`src/core/if_counter_pkg.sv`:
```
// constants shared by the frequency counter modules
package if_counter_pkg;
  // clock and timing
  localparam int MCLK_KHZ       = 25000;
  localparam int TICK_PERIOD_US = 1000;
  localparam int TICK_CYCLES    = TICK_PERIOD_US * MCLK_KHZ / 1000;
  localparam int TICK_W         = 15;

  // register byte addresses
  localparam logic [7:0] FREQ_COUNTER_MODE_REG_ADDR = 8'hF4;
  localparam logic [7:0] FREQ_COUNT_HIGH_REG_ADDR   = 8'hF5;
  localparam logic [7:0] FREQ_COUNT_MID_REG_ADDR    = 8'hF6;
  localparam logic [7:0] FREQ_COUNT_LOW_REG_ADDR    = 8'hF7;

  // mode register fields
  localparam int COUNT_DONE_JUDGE_FLAG_BIT = 7;
  localparam int COUNT_START_STOP_BIT      = 6;
  localparam int COUNT_CLEAR_BIT           = 5;
  localparam int GATE_TIME_SEL_LSB         = 2;
  localparam int INPUT_SEL_ENABLE_BIT      = 1;
  localparam int INPUT_SEL_AM_FM_BIT       = 0;

  // high result register fields
  localparam int         COUNT_OVERFLOW_FLAG_BIT = 3;
  localparam logic [3:0] HIGH_RSVD_VALUE         = 4'hF;

  // gate time codes and lengths in milliseconds
  localparam logic [2:0] GT_8MS   = 3'h0;
  localparam logic [2:0] GT_32MS  = 3'h1;
  localparam logic [2:0] GT_128MS = 3'h2;
  localparam logic [2:0] GT_SOFT  = 3'h3;
  localparam logic [2:0] GT_1MS   = 3'h4;
  localparam logic [2:0] GT_4MS   = 3'h5;
  localparam logic [7:0] LEN_8MS   = 8'h08;
  localparam logic [7:0] LEN_32MS  = 8'h20;
  localparam logic [7:0] LEN_128MS = 8'h80;
  localparam logic [7:0] LEN_1MS   = 8'h01;
  localparam logic [7:0] LEN_4MS   = 8'h04;

  // counter
  localparam int          CNT_W     = 19;
  localparam logic [18:0] OVF_VALUE = 19'h7FFFF;
  localparam logic [18:0] CNT_RESET = 19'h00000;
  localparam logic [7:0]  MODE_RESET = 8'h00;
  localparam logic [7:0]  UNMAPPED_READ = 8'h00;
endpackage

```
`src/core/if_sel_intf.sv`:
```
// carrier between the counter core and its input conditioner
`timescale 1ns/1ps
interface if_sel_intf;
  logic [1:0] inSel;     // input select field
  logic       cntPulse;  // one count to add
  logic       cntLevel;  // level of the counted signal
  modport core (output inSel, input cntPulse, input cntLevel);
  modport cond (input inSel, output cntPulse, output cntLevel);
endinterface

```
`src/core/if_input_cond.sv`:
```
// pin synchronisers, input select and fm prescaler
`timescale 1ns/1ps
module if_input_cond
  import if_counter_pkg::*;
(
  input  wire logic mclk,           // system clock
  input  wire logic rst,            // synchronous reset, active high
  input  wire logic ce,             // clock enable
  input  wire logic fmIfInputPin,   // fm if pin, asynchronous
  input  wire logic amIfInputPin,   // am if pin, asynchronous
  if_sel_intf.cond  link            // to counter core
);
  logic [2:0] fmSync_r;
  logic [2:0] amSync_r;
  logic       fmLvl_r;
  logic       amLvl_r;
  logic [1:0] preDiv_r;
  logic       cntPulse_r;
  logic       cntLevel_r;
  logic       fmRise;
  logic       amRise;
  logic       selFm;
  logic       selAm;

  // three flip-flop synchronisers
  always_ff @(posedge mclk)
    if (rst)
    begin
      fmSync_r <= 3'h0;
      amSync_r <= 3'h0;
    end
    else if (ce)
    begin
      fmSync_r <= {fmSync_r[1:0], fmIfInputPin};
      amSync_r <= {amSync_r[1:0], amIfInputPin};
    end

  // a rising edge counts once the second and third stages agree
  assign fmRise = (fmSync_r[1] == fmSync_r[2]) && fmSync_r[2] && !fmLvl_r;
  assign amRise = (amSync_r[1] == amSync_r[2]) && amSync_r[2] && !amLvl_r;
  assign selFm  = link.inSel == 2'h2;
  assign selAm  = link.inSel == 2'h3;

  // filtered pin levels
  always_ff @(posedge mclk)
    if (rst)
    begin
      fmLvl_r <= 1'b0;
      amLvl_r <= 1'b0;
    end
    else if (ce)
    begin
      if (fmSync_r[1] == fmSync_r[2])
        fmLvl_r <= fmSync_r[2];
      if (amSync_r[1] == amSync_r[2])
        amLvl_r <= amSync_r[2];
    end

  // divide-by-four prescaler, only runs while fm is selected
  always_ff @(posedge mclk)
    if (rst)
      preDiv_r <= 2'h0;
    else if (ce)
    begin
      if (!selFm)
        preDiv_r <= 2'h0;
      else if (fmRise)
        preDiv_r <= preDiv_r + 2'h1;
    end

  // count pulse and level of the selected signal, prescaled when fm is selected, taken directly when am
  always_ff @(posedge mclk)
    if (rst)
    begin
      cntPulse_r <= 1'b0;
      cntLevel_r <= 1'b0;
    end
    else if (ce)
    begin
      cntPulse_r <= (selFm && fmRise && preDiv_r == 2'h1) || (selAm && amRise);
      cntLevel_r <= (selFm && preDiv_r[1]) || (selAm && amLvl_r);
    end

  assign link.cntPulse = cntPulse_r;
  assign link.cntLevel = cntLevel_r;

  property p_no_pulse_disabled;
    @(posedge mclk) disable iff (rst)
    (ce && !link.inSel[1]) |=> !cntPulse_r;
  endproperty
  a_no_pulse_disabled: assert property (p_no_pulse_disabled)
    else $error("count pulse while inputs disabled");
endmodule

```
`src/core/if_frequency_counter.sv`:
```
// intermediate-frequency counter core with its register port
`timescale 1ns/1ps
module if_frequency_counter
  import if_counter_pkg::*;
#(
  parameter int TICK_CYCLES_P = if_counter_pkg::TICK_CYCLES  // 1 kHz tick period in mclk
)
(
  input  wire logic       mclk,          // system clock, 25 MHz
  input  wire logic       rst,           // synchronous reset, active high
  input  wire logic       ce,            // clock enable, when low freezes all state except under reset
  input  wire logic [7:0] sfrAddr,       // register address
  input  wire logic       sfrWr,         // register write strobe
  input  wire logic       sfrRd,         // register read strobe
  input  wire logic [7:0] sfrWdata,      // register write data
  input  wire logic       irqAck,        // interrupt routine entered
  input  wire logic       fmIfInputPin,  // fm if input pin
  input  wire logic       amIfInputPin,  // am if input pin
  output logic      [7:0] rdData,        // register read data
  output logic            irqReq,        // counter interrupt request pulse
  output logic            gateOpen       // gate is open
);
  typedef enum logic [1:0] {ST_IDLE, ST_WAIT, ST_OPEN} gate_state_t;

  gate_state_t        state_r;
  gate_state_t        state_nxt;
  logic               judge_r;
  logic               start_r;
  logic [2:0]         gateSel_r;
  logic [1:0]         inSel_r;
  logic [CNT_W-1:0]   count_r;
  logic               ovf_r;
  logic [TICK_W-1:0]  tickCnt_r;
  logic               tick_r;
  logic [7:0]         msCnt_r;
  logic [7:0]         rdData_r;
  logic               irqReq_r;
  logic               gateOpen_r;
  logic               modeWr;
  logic               modeRd;
  logic               startWr;
  logic               stopWr;
  logic               clearWr;
  logic               softMode;
  logic               openEvt;
  logic               endEvt;
  logic               inc;
  logic               ovfHit;

  if_sel_intf link ();

  if_input_cond u_cond (
    .mclk         (mclk),
    .rst          (rst),
    .ce           (ce),
    .fmIfInputPin (fmIfInputPin),
    .amIfInputPin (amIfInputPin),
    .link         (link.cond)
  );

  // gate length in 1 kHz ticks, zero for soft or reserved codes
  function automatic logic [7:0] gateLen(input logic [2:0] code);
    logic [7:0] len;
    len = 8'h00;
    case (code)
      GT_8MS:   len = LEN_8MS;
      GT_32MS:  len = LEN_32MS;
      GT_128MS: len = LEN_128MS;
      GT_1MS:   len = LEN_1MS;
      GT_4MS:   len = LEN_4MS;
      default:  len = 8'h00;
    endcase
    return len;
  endfunction

  // register strobes; result registers ignore writes
  assign modeWr   = ce && sfrWr && sfrAddr == FREQ_COUNTER_MODE_REG_ADDR;
  assign modeRd   = ce && sfrRd && sfrAddr == FREQ_COUNTER_MODE_REG_ADDR;
  assign startWr  = modeWr && sfrWdata[COUNT_START_STOP_BIT];
  assign stopWr   = modeWr && !sfrWdata[COUNT_START_STOP_BIT];
  assign clearWr  = modeWr && sfrWdata[COUNT_CLEAR_BIT];
  assign softMode = gateSel_r == GT_SOFT;
  assign link.inSel = inSel_r;

  // mode fields; start drops by itself when a timed gate closes
  always_ff @(posedge mclk)
    if (rst)
    begin
      start_r   <= MODE_RESET[COUNT_START_STOP_BIT];
      gateSel_r <= MODE_RESET[GATE_TIME_SEL_LSB +: 3];
      inSel_r   <= MODE_RESET[1:0];
    end
    else if (ce)
    begin
      if (modeWr)
      begin
        start_r   <= sfrWdata[COUNT_START_STOP_BIT];
        gateSel_r <= sfrWdata[GATE_TIME_SEL_LSB +: 3];
        inSel_r   <= sfrWdata[INPUT_SEL_AM_FM_BIT +: 2];
      end
      else if (endEvt)
        start_r <= 1'b0;
    end

  // free-running 1 kHz tick divided from the system clock
  always_ff @(posedge mclk)
    if (rst)
    begin
      tickCnt_r <= '0;
      tick_r    <= 1'b0;
    end
    else if (ce)
    begin
      if (tickCnt_r == TICK_W'(TICK_CYCLES_P - 1))
        tickCnt_r <= '0;
      else
        tickCnt_r <= tickCnt_r + 1'b1;
      tick_r <= tickCnt_r == TICK_W'(TICK_CYCLES_P - 1);
    end

  // gate sequencing
  always_comb
  begin
    state_nxt = state_r;
    openEvt   = 1'b0;
    endEvt    = 1'b0;
    case (state_r)
      ST_IDLE:
        if (startWr && sfrWdata[GATE_TIME_SEL_LSB +: 3] == GT_SOFT)
        begin
          state_nxt = ST_OPEN;
          openEvt   = 1'b1;
        end
        else if (startWr && gateLen(sfrWdata[GATE_TIME_SEL_LSB +: 3]) != 8'h00)
          state_nxt = ST_WAIT;
      ST_WAIT:
        if (stopWr)
          state_nxt = ST_IDLE;
        else if (ce && tick_r)
        begin
          state_nxt = ST_OPEN;
          openEvt   = 1'b1;
        end
      ST_OPEN:
        if (stopWr)
          state_nxt = ST_IDLE;
        else if (ce && !softMode && tick_r && msCnt_r == gateLen(gateSel_r) - 8'h01)
        begin
          state_nxt = ST_IDLE;
          endEvt    = 1'b1;
        end
      default:
        state_nxt = ST_IDLE;
    endcase
  end

  always_ff @(posedge mclk)
    if (rst)
      state_r <= ST_IDLE;
    else if (ce)
      state_r <= state_nxt;

  // milliseconds elapsed inside the gate
  always_ff @(posedge mclk)
    if (rst)
      msCnt_r <= 8'h00;
    else if (ce)
    begin
      if (openEvt)
        msCnt_r <= 8'h00;
      else if (state_r == ST_OPEN && tick_r)
        msCnt_r <= msCnt_r + 8'h01;
    end

  // one count per count pulse (each am rising edge, every fourth fm edge), plus one if high as the gate opens
  assign inc = (state_r == ST_OPEN && link.cntPulse) || (openEvt && link.cntLevel);

  // an increment at full scale raises overflow, even beside a clear
  assign ovfHit = inc && count_r == OVF_VALUE;

  // result counter and sticky overflow
  always_ff @(posedge mclk)
    if (rst)
    begin
      count_r <= CNT_RESET;
      ovf_r   <= 1'b0;
    end
    else if (ce)
    begin
      if (clearWr)
      begin
        count_r <= CNT_RESET;
        ovf_r   <= ovfHit;
      end
      else if (inc)
      begin
        if (count_r == OVF_VALUE)
          ovf_r <= 1'b1;
        else
          count_r <= count_r + 1'b1;
      end
    end

  // judge flag: end of timed count sets it, and the set wins
  always_ff @(posedge mclk)
    if (rst)
      judge_r <= MODE_RESET[COUNT_DONE_JUDGE_FLAG_BIT];
    else if (ce)
    begin
      if (endEvt)
        judge_r <= 1'b1;
      else if ((modeRd || irqAck) && !softMode)
        judge_r <= 1'b0;
    end

  // interrupt request and gate status outputs
  always_ff @(posedge mclk)
    if (rst)
    begin
      irqReq_r   <= 1'b0;
      gateOpen_r <= 1'b0;
    end
    else if (ce)
    begin
      irqReq_r   <= endEvt;
      gateOpen_r <= state_nxt == ST_OPEN;
    end

  // registered read data
  always_ff @(posedge mclk)
    if (rst)
      rdData_r <= UNMAPPED_READ;
    else if (ce && sfrRd)
    begin
      if (sfrAddr == FREQ_COUNTER_MODE_REG_ADDR)
        rdData_r <= {judge_r, start_r, 1'b0, gateSel_r, inSel_r};
      else if (sfrAddr == FREQ_COUNT_HIGH_REG_ADDR)
        rdData_r <= {HIGH_RSVD_VALUE, ovf_r, count_r[18:16]};
      else if (sfrAddr == FREQ_COUNT_MID_REG_ADDR)
        rdData_r <= count_r[15:8];
      else if (sfrAddr == FREQ_COUNT_LOW_REG_ADDR)
        rdData_r <= count_r[7:0];
      else
        rdData_r <= UNMAPPED_READ;
    end

  assign rdData   = rdData_r;
  assign irqReq   = irqReq_r;
  assign gateOpen = gateOpen_r;

  property p_reset_zero;
    @(posedge mclk) disable iff (rst)
    $past(rst) |-> count_r == CNT_RESET && !ovf_r;
  endproperty
  a_reset_zero: assert property (p_reset_zero)
    else $error("counter not zero after reset");

  property p_clear;
    @(posedge mclk) disable iff (rst)
    clearWr |=> count_r == CNT_RESET && ovf_r == $past(ovfHit);
  endproperty
  a_clear: assert property (p_clear)
    else $error("clear write did not clear result");

  property p_hold_closed;
    @(posedge mclk) disable iff (rst)
    (state_r != ST_OPEN && !openEvt && !clearWr) |=> $stable(count_r);
  endproperty
  a_hold_closed: assert property (p_hold_closed)
    else $error("count changed with gate closed");

  property p_ovf_sticky;
    @(posedge mclk) disable iff (rst)
    (ovf_r && !clearWr) |=> ovf_r;
  endproperty
  a_ovf_sticky: assert property (p_ovf_sticky)
    else $error("overflow flag dropped without clear");

  property p_judge_end;
    @(posedge mclk) disable iff (rst)
    endEvt |=> judge_r && irqReq_r && !gateOpen_r ##1 !irqReq_r;
  endproperty
  a_judge_end: assert property (p_judge_end)
    else $error("gate end did not set judge and pulse irq");

  property p_judge_read;
    @(posedge mclk) disable iff (rst)
    (modeRd && !softMode && !endEvt) |=> !judge_r;
  endproperty
  a_judge_read: assert property (p_judge_read)
    else $error("judge not cleared by mode read");

  property p_stop;
    @(posedge mclk) disable iff (rst)
    stopWr |=> state_r == ST_IDLE && !gateOpen_r;
  endproperty
  a_stop: assert property (p_stop)
    else $error("stop write did not close gate");

  property p_high_rsvd;
    @(posedge mclk) disable iff (rst)
    (ce && sfrRd && sfrAddr == FREQ_COUNT_HIGH_REG_ADDR) |=>
      rdData_r[7:4] == HIGH_RSVD_VALUE && rdData_r[3] == $past(ovf_r);
  endproperty
  a_high_rsvd: assert property (p_high_rsvd)
    else $error("high register layout wrong");

  property p_open_on_tick;
    @(posedge mclk) disable iff (rst)
    (ce && state_r == ST_WAIT && !stopWr && !tick_r) |=> state_r == ST_WAIT;
  endproperty
  a_open_on_tick: assert property (p_open_on_tick)
    else $error("gate opened without a tick");
endmodule

```
`config.mk`:
```
export PLATFORM = sky130hd
export DESIGN_NAME = if_frequency_counter
export DESIGN_NICKNAME = d
export VERILOG_FILES = /design/src/core/if_counter_pkg.sv /design/src/core/if_sel_intf.sv /design/src/core/if_input_cond.sv /design/src/core/if_frequency_counter.sv
export SDC_FILE = /design/constraint.sdc
export NUM_CORES = 1
export LEC_CHECK = 0
export BUFFER_PORTS_ARGS = -buffer_cell sky130_fd_sc_hd__buf_2
export CORE_MARGIN = 2
export CORE_UTILIZATION = 45
export DETAILED_ROUTE_END_ITERATION = 16
export PLACE_DENSITY = 0.74
export SETUP_SLACK_MARGIN = 0.2
export SYNTH_ARGS = -nofsm -noshare
export SYNTH_HDL_FRONTEND = slang
export SYNTH_SLANG_ARGS = --single-unit
```
`constraint.sdc`:
```
create_clock -name mclk -period 3.6 [get_ports mclk]
set_clock_uncertainty 0.1 [all_clocks]
set_input_delay 0 -clock mclk [delete_from_list [all_inputs] [get_ports mclk]]
set_output_delay 0 -clock mclk [all_outputs]
set_load 0.005 [all_outputs]
```
==> results of run 1 <==
==> report_power, final <==
group | internal (mW) | total, mW | leakage (nW) | switching (mW)
Sequential | 0.837 | 0.842 | 0.605 | 0.00535
Clock | 0.339 | 0.698 | 0.110 | 0.358
Combinational | 0.0370 | 0.0874 | 0.852 | 0.0504
==> synth_stat cells (2+ instances only) <==
cell,number
and2_1,2
mux2i_1,13
nand3_1,19
a32o_1,3
xnor2_1,6
nor3b_1,2
or3b_2,2
and3_1,9
a21oi_1,35
o21ai_0,19
inv_1,4
clkbuf_1,15
xor2_1,19
nand3b_1,7
o31ai_1,4
nand2b_1,3
nor4b_1,2
or3_1,12
or2_2,2
buf_1,3
a211oi_1,7
o211ai_1,2
nor2_1,60
nand2_1,58
a22oi_1,4
or4_1,4
nor2b_1,4
dfxtp_1,75
ha_1,7
nand4_1,9
nand4b_1,2
nor4_1,6
mux2_2,3
nor3_1,9
a21o_1,2
==> how the worst max path moves through the flow <==
stage / cells after the start / startpoint / endpoint / slack, ns
final: 8 / sfrAddr[1] / count_r[16] / 0.79
after global routing: 8 / sfrAddr[1] / count_r[16] / 0.59
after CTS: 8 / sfrAddr[1] / count_r[16] / 0.81
after detailed placement: 8 / gateSel_r[2] / start_r / 0.84
after global placement: 8 / gateSel_r[2] / start_r / 0.89
after floorplan: 9 / gateSel_r[2] / gateOpen / 1.02
==> layout by cell type, fill, tap and decap left out, types with 13 or more instances in the layout <==
| cell type | instances |
|---|---|
| a21oi_1 | 35 |
| buf_2 | 32 |
| dfxtp_1 | 75 |
| mux2i_1 | 13 |
| nand2_1 | 58 |
| nand3_1 | 19 |
| nor2_1 | 60 |
| o21ai_0 | 19 |
| xor2_1 | 19 |
==> metal layers <==
| metal | global-route usage [%] | wire [um] | up-vias |
|---|---|---|---|
| met3 | 4.90 | 493 | 16 |
| li1 | - | - | 1694 |
| met4 | 8.57 | 178 | 0 |
| met5 | 0 | 0 | - |
| met2 | 31.3 | 3850 | 86 |
| met1 | 25.4 | 3820 | 1537 |
==> through the flow <==
step	hold slack [ns]	cell area, um2
after floorplan	0.0360	3740
after global placement	0.142	3950
after detailed placement	0.144	3950
after CTS	0.0181	4290
after global routing	0.0927	4290
final	0.0333	4290
==> repair_timing <==
action                                 4_1_cts  5_1_grt
resized for setup                            0        0
endpoints found under the hold margin       19        0
hold buffers                                12        0
==> kinds of logic after synthesis <==
kind of cell / synth area share (%)
muxes: 4.39
AOI/OAI and AO/OA: 14.7
xor gates and xnor gates: 5.86
DFF: 40.2
buffers and inverters: 2.74
adders and majority gates: 2.34
and+or+nand+nor: 29.8
==> flip-flops by register name, indices dropped and copies added, names as in the netlist <==
signal	cells
u_cond.preDiv_r	2
u_cond.amSync_r	3
ovf_r	1
judge_r	1
u_cond.fmLvl_r	1
inSel_r	2
gateOpen	1
count_r	19
u_cond.link.cntPulse	1
irqReq	1
rdData	8
state_r	2
tickCnt_r	15
u_cond.fmSync_r	3
gateSel_r	3
msCnt_r	8
u_cond.link.cntLevel	1
start_r	1
u_cond.amLvl_r	1
tick_r	1
==> cell type report <==
type,instances,area share (%)
Sequential cell,75,35.0
Tap cell,105,3.06
Clock buffer,9,2.89
Clock inverter,7,2.10
Inverter,5,0.438
Multi-Input combinational cell,353,49.8
Timing Repair Buffer,45,6.71
==> worst max-delay path: cells and delay by family <==
family,cells,cell delay (ns)
buf+inv,2,0.73
compound gates,3,0.88
simple gates,3,1.38
==> reports/qor.txt, run 1 <==
Syn_area_per_cell -> 8.25 um2
Final total power -> 1.63 mW
Initial antenna violation count -> 0
Cell taking the most area after synthesis -> dfxtp_1
CP max stage cell -> or4_4
Clock latency on the worst-skew pair -> 0.36 ns
Clock buffer depth -> 2
Worst Path Required -> 3.78 ns
Cells after Synth -> 453
CORE AREA -> 0.00813 mm2
DIE HEIGHT -> 95.1 um
Post-synth cell types -> 55
Crit path kind -> in2reg
Crit path capture type -> flip-flop
Hold/Removal Path Class -> in2reg
Clock Sink Count -> 75
Gpl congestion -> 0.871
R2R setup slack -> 0.87 ns
Syn nets -> 484
Startpoint Class -> input port
Starting DRT DRC Count -> 220
Crit-path cells -> dlygate4sd3_1, buf_2, nand4bb_4, or4_4, a211oi_2, o21ai_2, or4_1, a21oi_1
Largest net degree at the start of global routing -> 39
Max Slew Vio Count -> 0
H-Tree Depth -> 3
RSZ-0062 raised after global routing -> no
Mapped cell area -> 0.00374 mm2
EDFF count, synth -> 0
Total wire length -> 8.35 mm
Final Hold Fails -> 0
Vias -> 3333
Worst R2R End -> start_r
Layout cells sized above 1 -> 12.8%
R2r worst-path depth -> 8
Hold path cells -> 4
Flops & latches, synth -> 75
Register area share after synthesis -> 40.2%
First-pass GRT wire length -> 14.0 mm
WHS Endpoint -> rdData[2]
CTS tree -> built
Final worst-path cycle share -> 78.1%
Run status -> complete, no violations
Buffers added on ports -> 32
Layout Cells excl Fill -> 599
Final setup TNS -> 0 ns
TritonCTS buffer count -> 9
CTS Root Cell -> clkbuf_8
Max Cap Viol -> 0
Nets -> 520
Hold path start -> sfrRd
Die W -> 95.1 um
Vias in the first global route -> 3159
Leakage -> 1.57 nW
Fillers -> 748
CTS clk-pin slew, worst paths -> 0.09 ns
Peak VDD IR -> 0.209 mV
Ports -> 34
Yosys Warn Count -> 0
GRT Overall Usage -> 19.7%
Post-DR vias/cell -> 5.56
Routed Antenna Nets -> 0
Peak fanout along the critical path -> 16
Num rows -> 33
Top post-synthesis cells by area -> dfxtp_1, nor2_1, nand2_1
Critical R2R Launch -> gateSel_r[2]
Final core occ -> 52.7%
Worst Max-Slew Pin Slew -> 0.731 ns
CP peak stage delay -> 0.55 ns
TritonRoute pass-1 iters -> 4
Area of the multi-input gates -> 0.00213 mm2
Worst slack at placement -> 0.838 ns
Synth Flop Type -> dfxtp_1
Endpoints failing setup -> 0
Slew Limit Headroom -> 51.3%
Synth top area share -> 40.2%
Fin crit period -> 2.81 ns
FFs w/ async S/R, synth -> 0%
Post-route setup slack -> 0.790 ns
Routed WL per cell -> 13.9 um
Antenna diode count -> 0
Critical path arrival -> 2.99 ns
Post-DP HPWL -> 5.88 mm
Starting Density -> 45.9%
Layout area overhead -> 14.7%
Post-CTS Setup Repair Bufs -> 0
Die Footprint -> 0.00905 mm2
Cells after DPL -> 571
GR Overflow Total -> 0
Max Clk Rate -> 356 MHz
Reg area -> 0.00150 mm2
DRC Markers -> 0
PwrDens -> 380 mW/mm2
Note: power is estimated with default switching activity, not from simulation.
==> run 2: changes to the inputs <==
- clock period: 3.6 -> 2.91 ns (I/O delays scaled with it)
==> run 2 against run 1 <==
Die area is the same. Critical path depth is 2 lower. Clock power rose by 27%. Critical path type is now reg2reg.
==> reports/qor.txt, run 2 (synthesized netlist as in run 1, its figures left out) <==
Layout area overhead -> 17.0%
Initial antenna violation count -> 0
Vias in the first global route -> 3140
Nets -> 526
Total wire length -> 8.50 mm
Ports -> 34
TritonRoute pass-1 iters -> 8
PwrDens -> 466 mW/mm2
Vias -> 3378
Final setup TNS -> 0 ns
DRC Markers -> 0
CP peak stage delay -> 0.52 ns
Commonest non-fill, non-tap cells in the layout -> dfxtp_1, nor2_1, nand2_1, a21oi_1, buf_2
Most common cell after layout, fill and taps aside -> dfxtp_1
Post-DP HPWL -> 6.03 mm
Num rows -> 33
DIE HEIGHT -> 95.1 um
CTS tree -> built
CP max stage cell -> or4_4
Max Slew Vio Count -> 0
Max reg flops -> 19
Routed WL per cell -> 14.1 um
CTS clk-pin slew, worst paths -> 0.08 ns
Hold_ws -> 0.0151 ns
Fillers -> 748
Final instance area -> 0.00437 mm2
Crit-path cells -> nand4bb_1, or4_4, a211oi_4, o21ai_2, or4_1, a21oi_1
TritonCTS buffer count -> 9
Max Cap Viol -> 0
Clock latency on the worst-skew pair -> 0.34 ns
Post-DR vias/cell -> 5.58
Critical path arrival -> 2.71 ns
Run status -> complete, no violations
Starting DRT DRC Count -> 261
Buffers added on ports -> 32
Clock buffer depth -> 2
Die W -> 95.1 um
Fin crit period -> 2.55 ns
Routed Antenna Nets -> 0
Leakage -> 1.60 nW
Startpoint Class -> flip-flop
Slew Limit Headroom -> 48.1%
RSZ-0062 raised after global routing -> yes
Crit-path leading delay family -> simple AND/OR/NAND/NOR gates
GR Overflow Total -> 0
First-pass GRT wire length -> 14.0 mm
Hold/Removal Path Class -> in2reg
Largest register by flop count -> count_r
Die Footprint -> 0.00905 mm2
Crit path buffers/inverters -> 0
Final worst-path cycle share -> 87.6%
Peak fanout along the critical path -> 16
Endpoints failing setup -> 0
Crit path capture type -> flip-flop
Gpl congestion -> 0.859
Starting Density -> 45.9%
Crit path kind -> reg2reg
CTS Root Cell -> clkbuf_8
GRT Overall Usage -> 19.5%
H-Tree Depth -> 3
Biggest regs -> count_r (19), tickCnt_r (15)
Layout cells sized above 1 -> 14.6%
Peak VDD IR -> 0.276 mV
Post-DP Area -> 0.00399 mm2
CORE AREA -> 0.00813 mm2
Final total power -> 2.04 mW
Worst Max-Slew Pin Slew -> 0.767 ns
Max Clk Rate -> 392 MHz
Worst Path Required -> 3.08 ns
Clock Sink Count -> 75
Final Hold Fails -> 0
Antenna diode count -> 0
Largest net degree at the start of global routing -> 35
-- run 2: cell types whose count changed in the layout (fill, tap and decap cells not counted), sizes merged --
cell	delta
clkbuf	+3
buf	+6
inv	-4
bufinv	+1
-- run 2: layout make-up --
cell class	instances	area (um2)	share of cell area (%)
multi-input cells	353	2160	49.5
well taps	105	131	3.01
clock inverters	4	73.8	1.69
flip-flops and latches	75	1510	34.5
clock buffers	12	145	3.32
repair buffers	51	333	7.61
inverters	5	18.8	0.429
-- run 2: path summary, 6_finish.rpt --
check / startpoint / to / slack (ns) / cells past startpoint
max reg2reg: state_r[1] / count_r[16] / 0.36 / 6
max: state_r[1] / count_r[16] / 0.36 / 6
min reg2reg: gateOpen / gateOpen / 0.36 / 2
min: sfrAddr[1] / rdData[4] / 0.02 / 3
-- run 2: layer usage --
| metal | vias up | track usage [%] | wire length, um |
|---|---|---|---|
| met5 | - | 0 | 0 |
| met4 | 0 | 9.06 | 162 |
| met3 | 23 | 3.24 | 430 |
| met2 | 95 | 32.4 | 4130 |
| met1 | 1562 | 24.5 | 3780 |
| li1 | 1698 | - | - |
-- run 2: stage by stage --
stage                     worst slack (ns)  util (%)  instances
final                                0.362      53.7        605
after global placement               0.208      49.1        576
after global routing                 0.199      53.7        605
after CTS                            0.228      53.3        604
after floorplan                      0.326         -        453
after detailed placement             0.123      49.1        576
-- run 2: tightest hold or removal path: stages --
cell and delay [ns]:
buf_2 0.18, nand2_1 0.09, a32o_1 0.16
-- run 2: what timing repair did --
action | 4_1_cts | 5_1_grt
hold buffers | 12 | 0
buffers inserted | 0 | 1
pin swaps | 0 | 1
gates resized for setup | 2 | 7
endpoints found under the hold margin | 14 | 0
setup endpoints to repair | 1 | 17
-- run 2: power by group --
group	internal [mW]	switching (mW)	total, mW	leakage, nW
logic	0.0476	0.0634	0.111	0.883
clock network	0.508	0.380	0.887	0.111
registers	1.03	0.00632	1.04	0.607
total	1.59	0.449	2.04	1.60
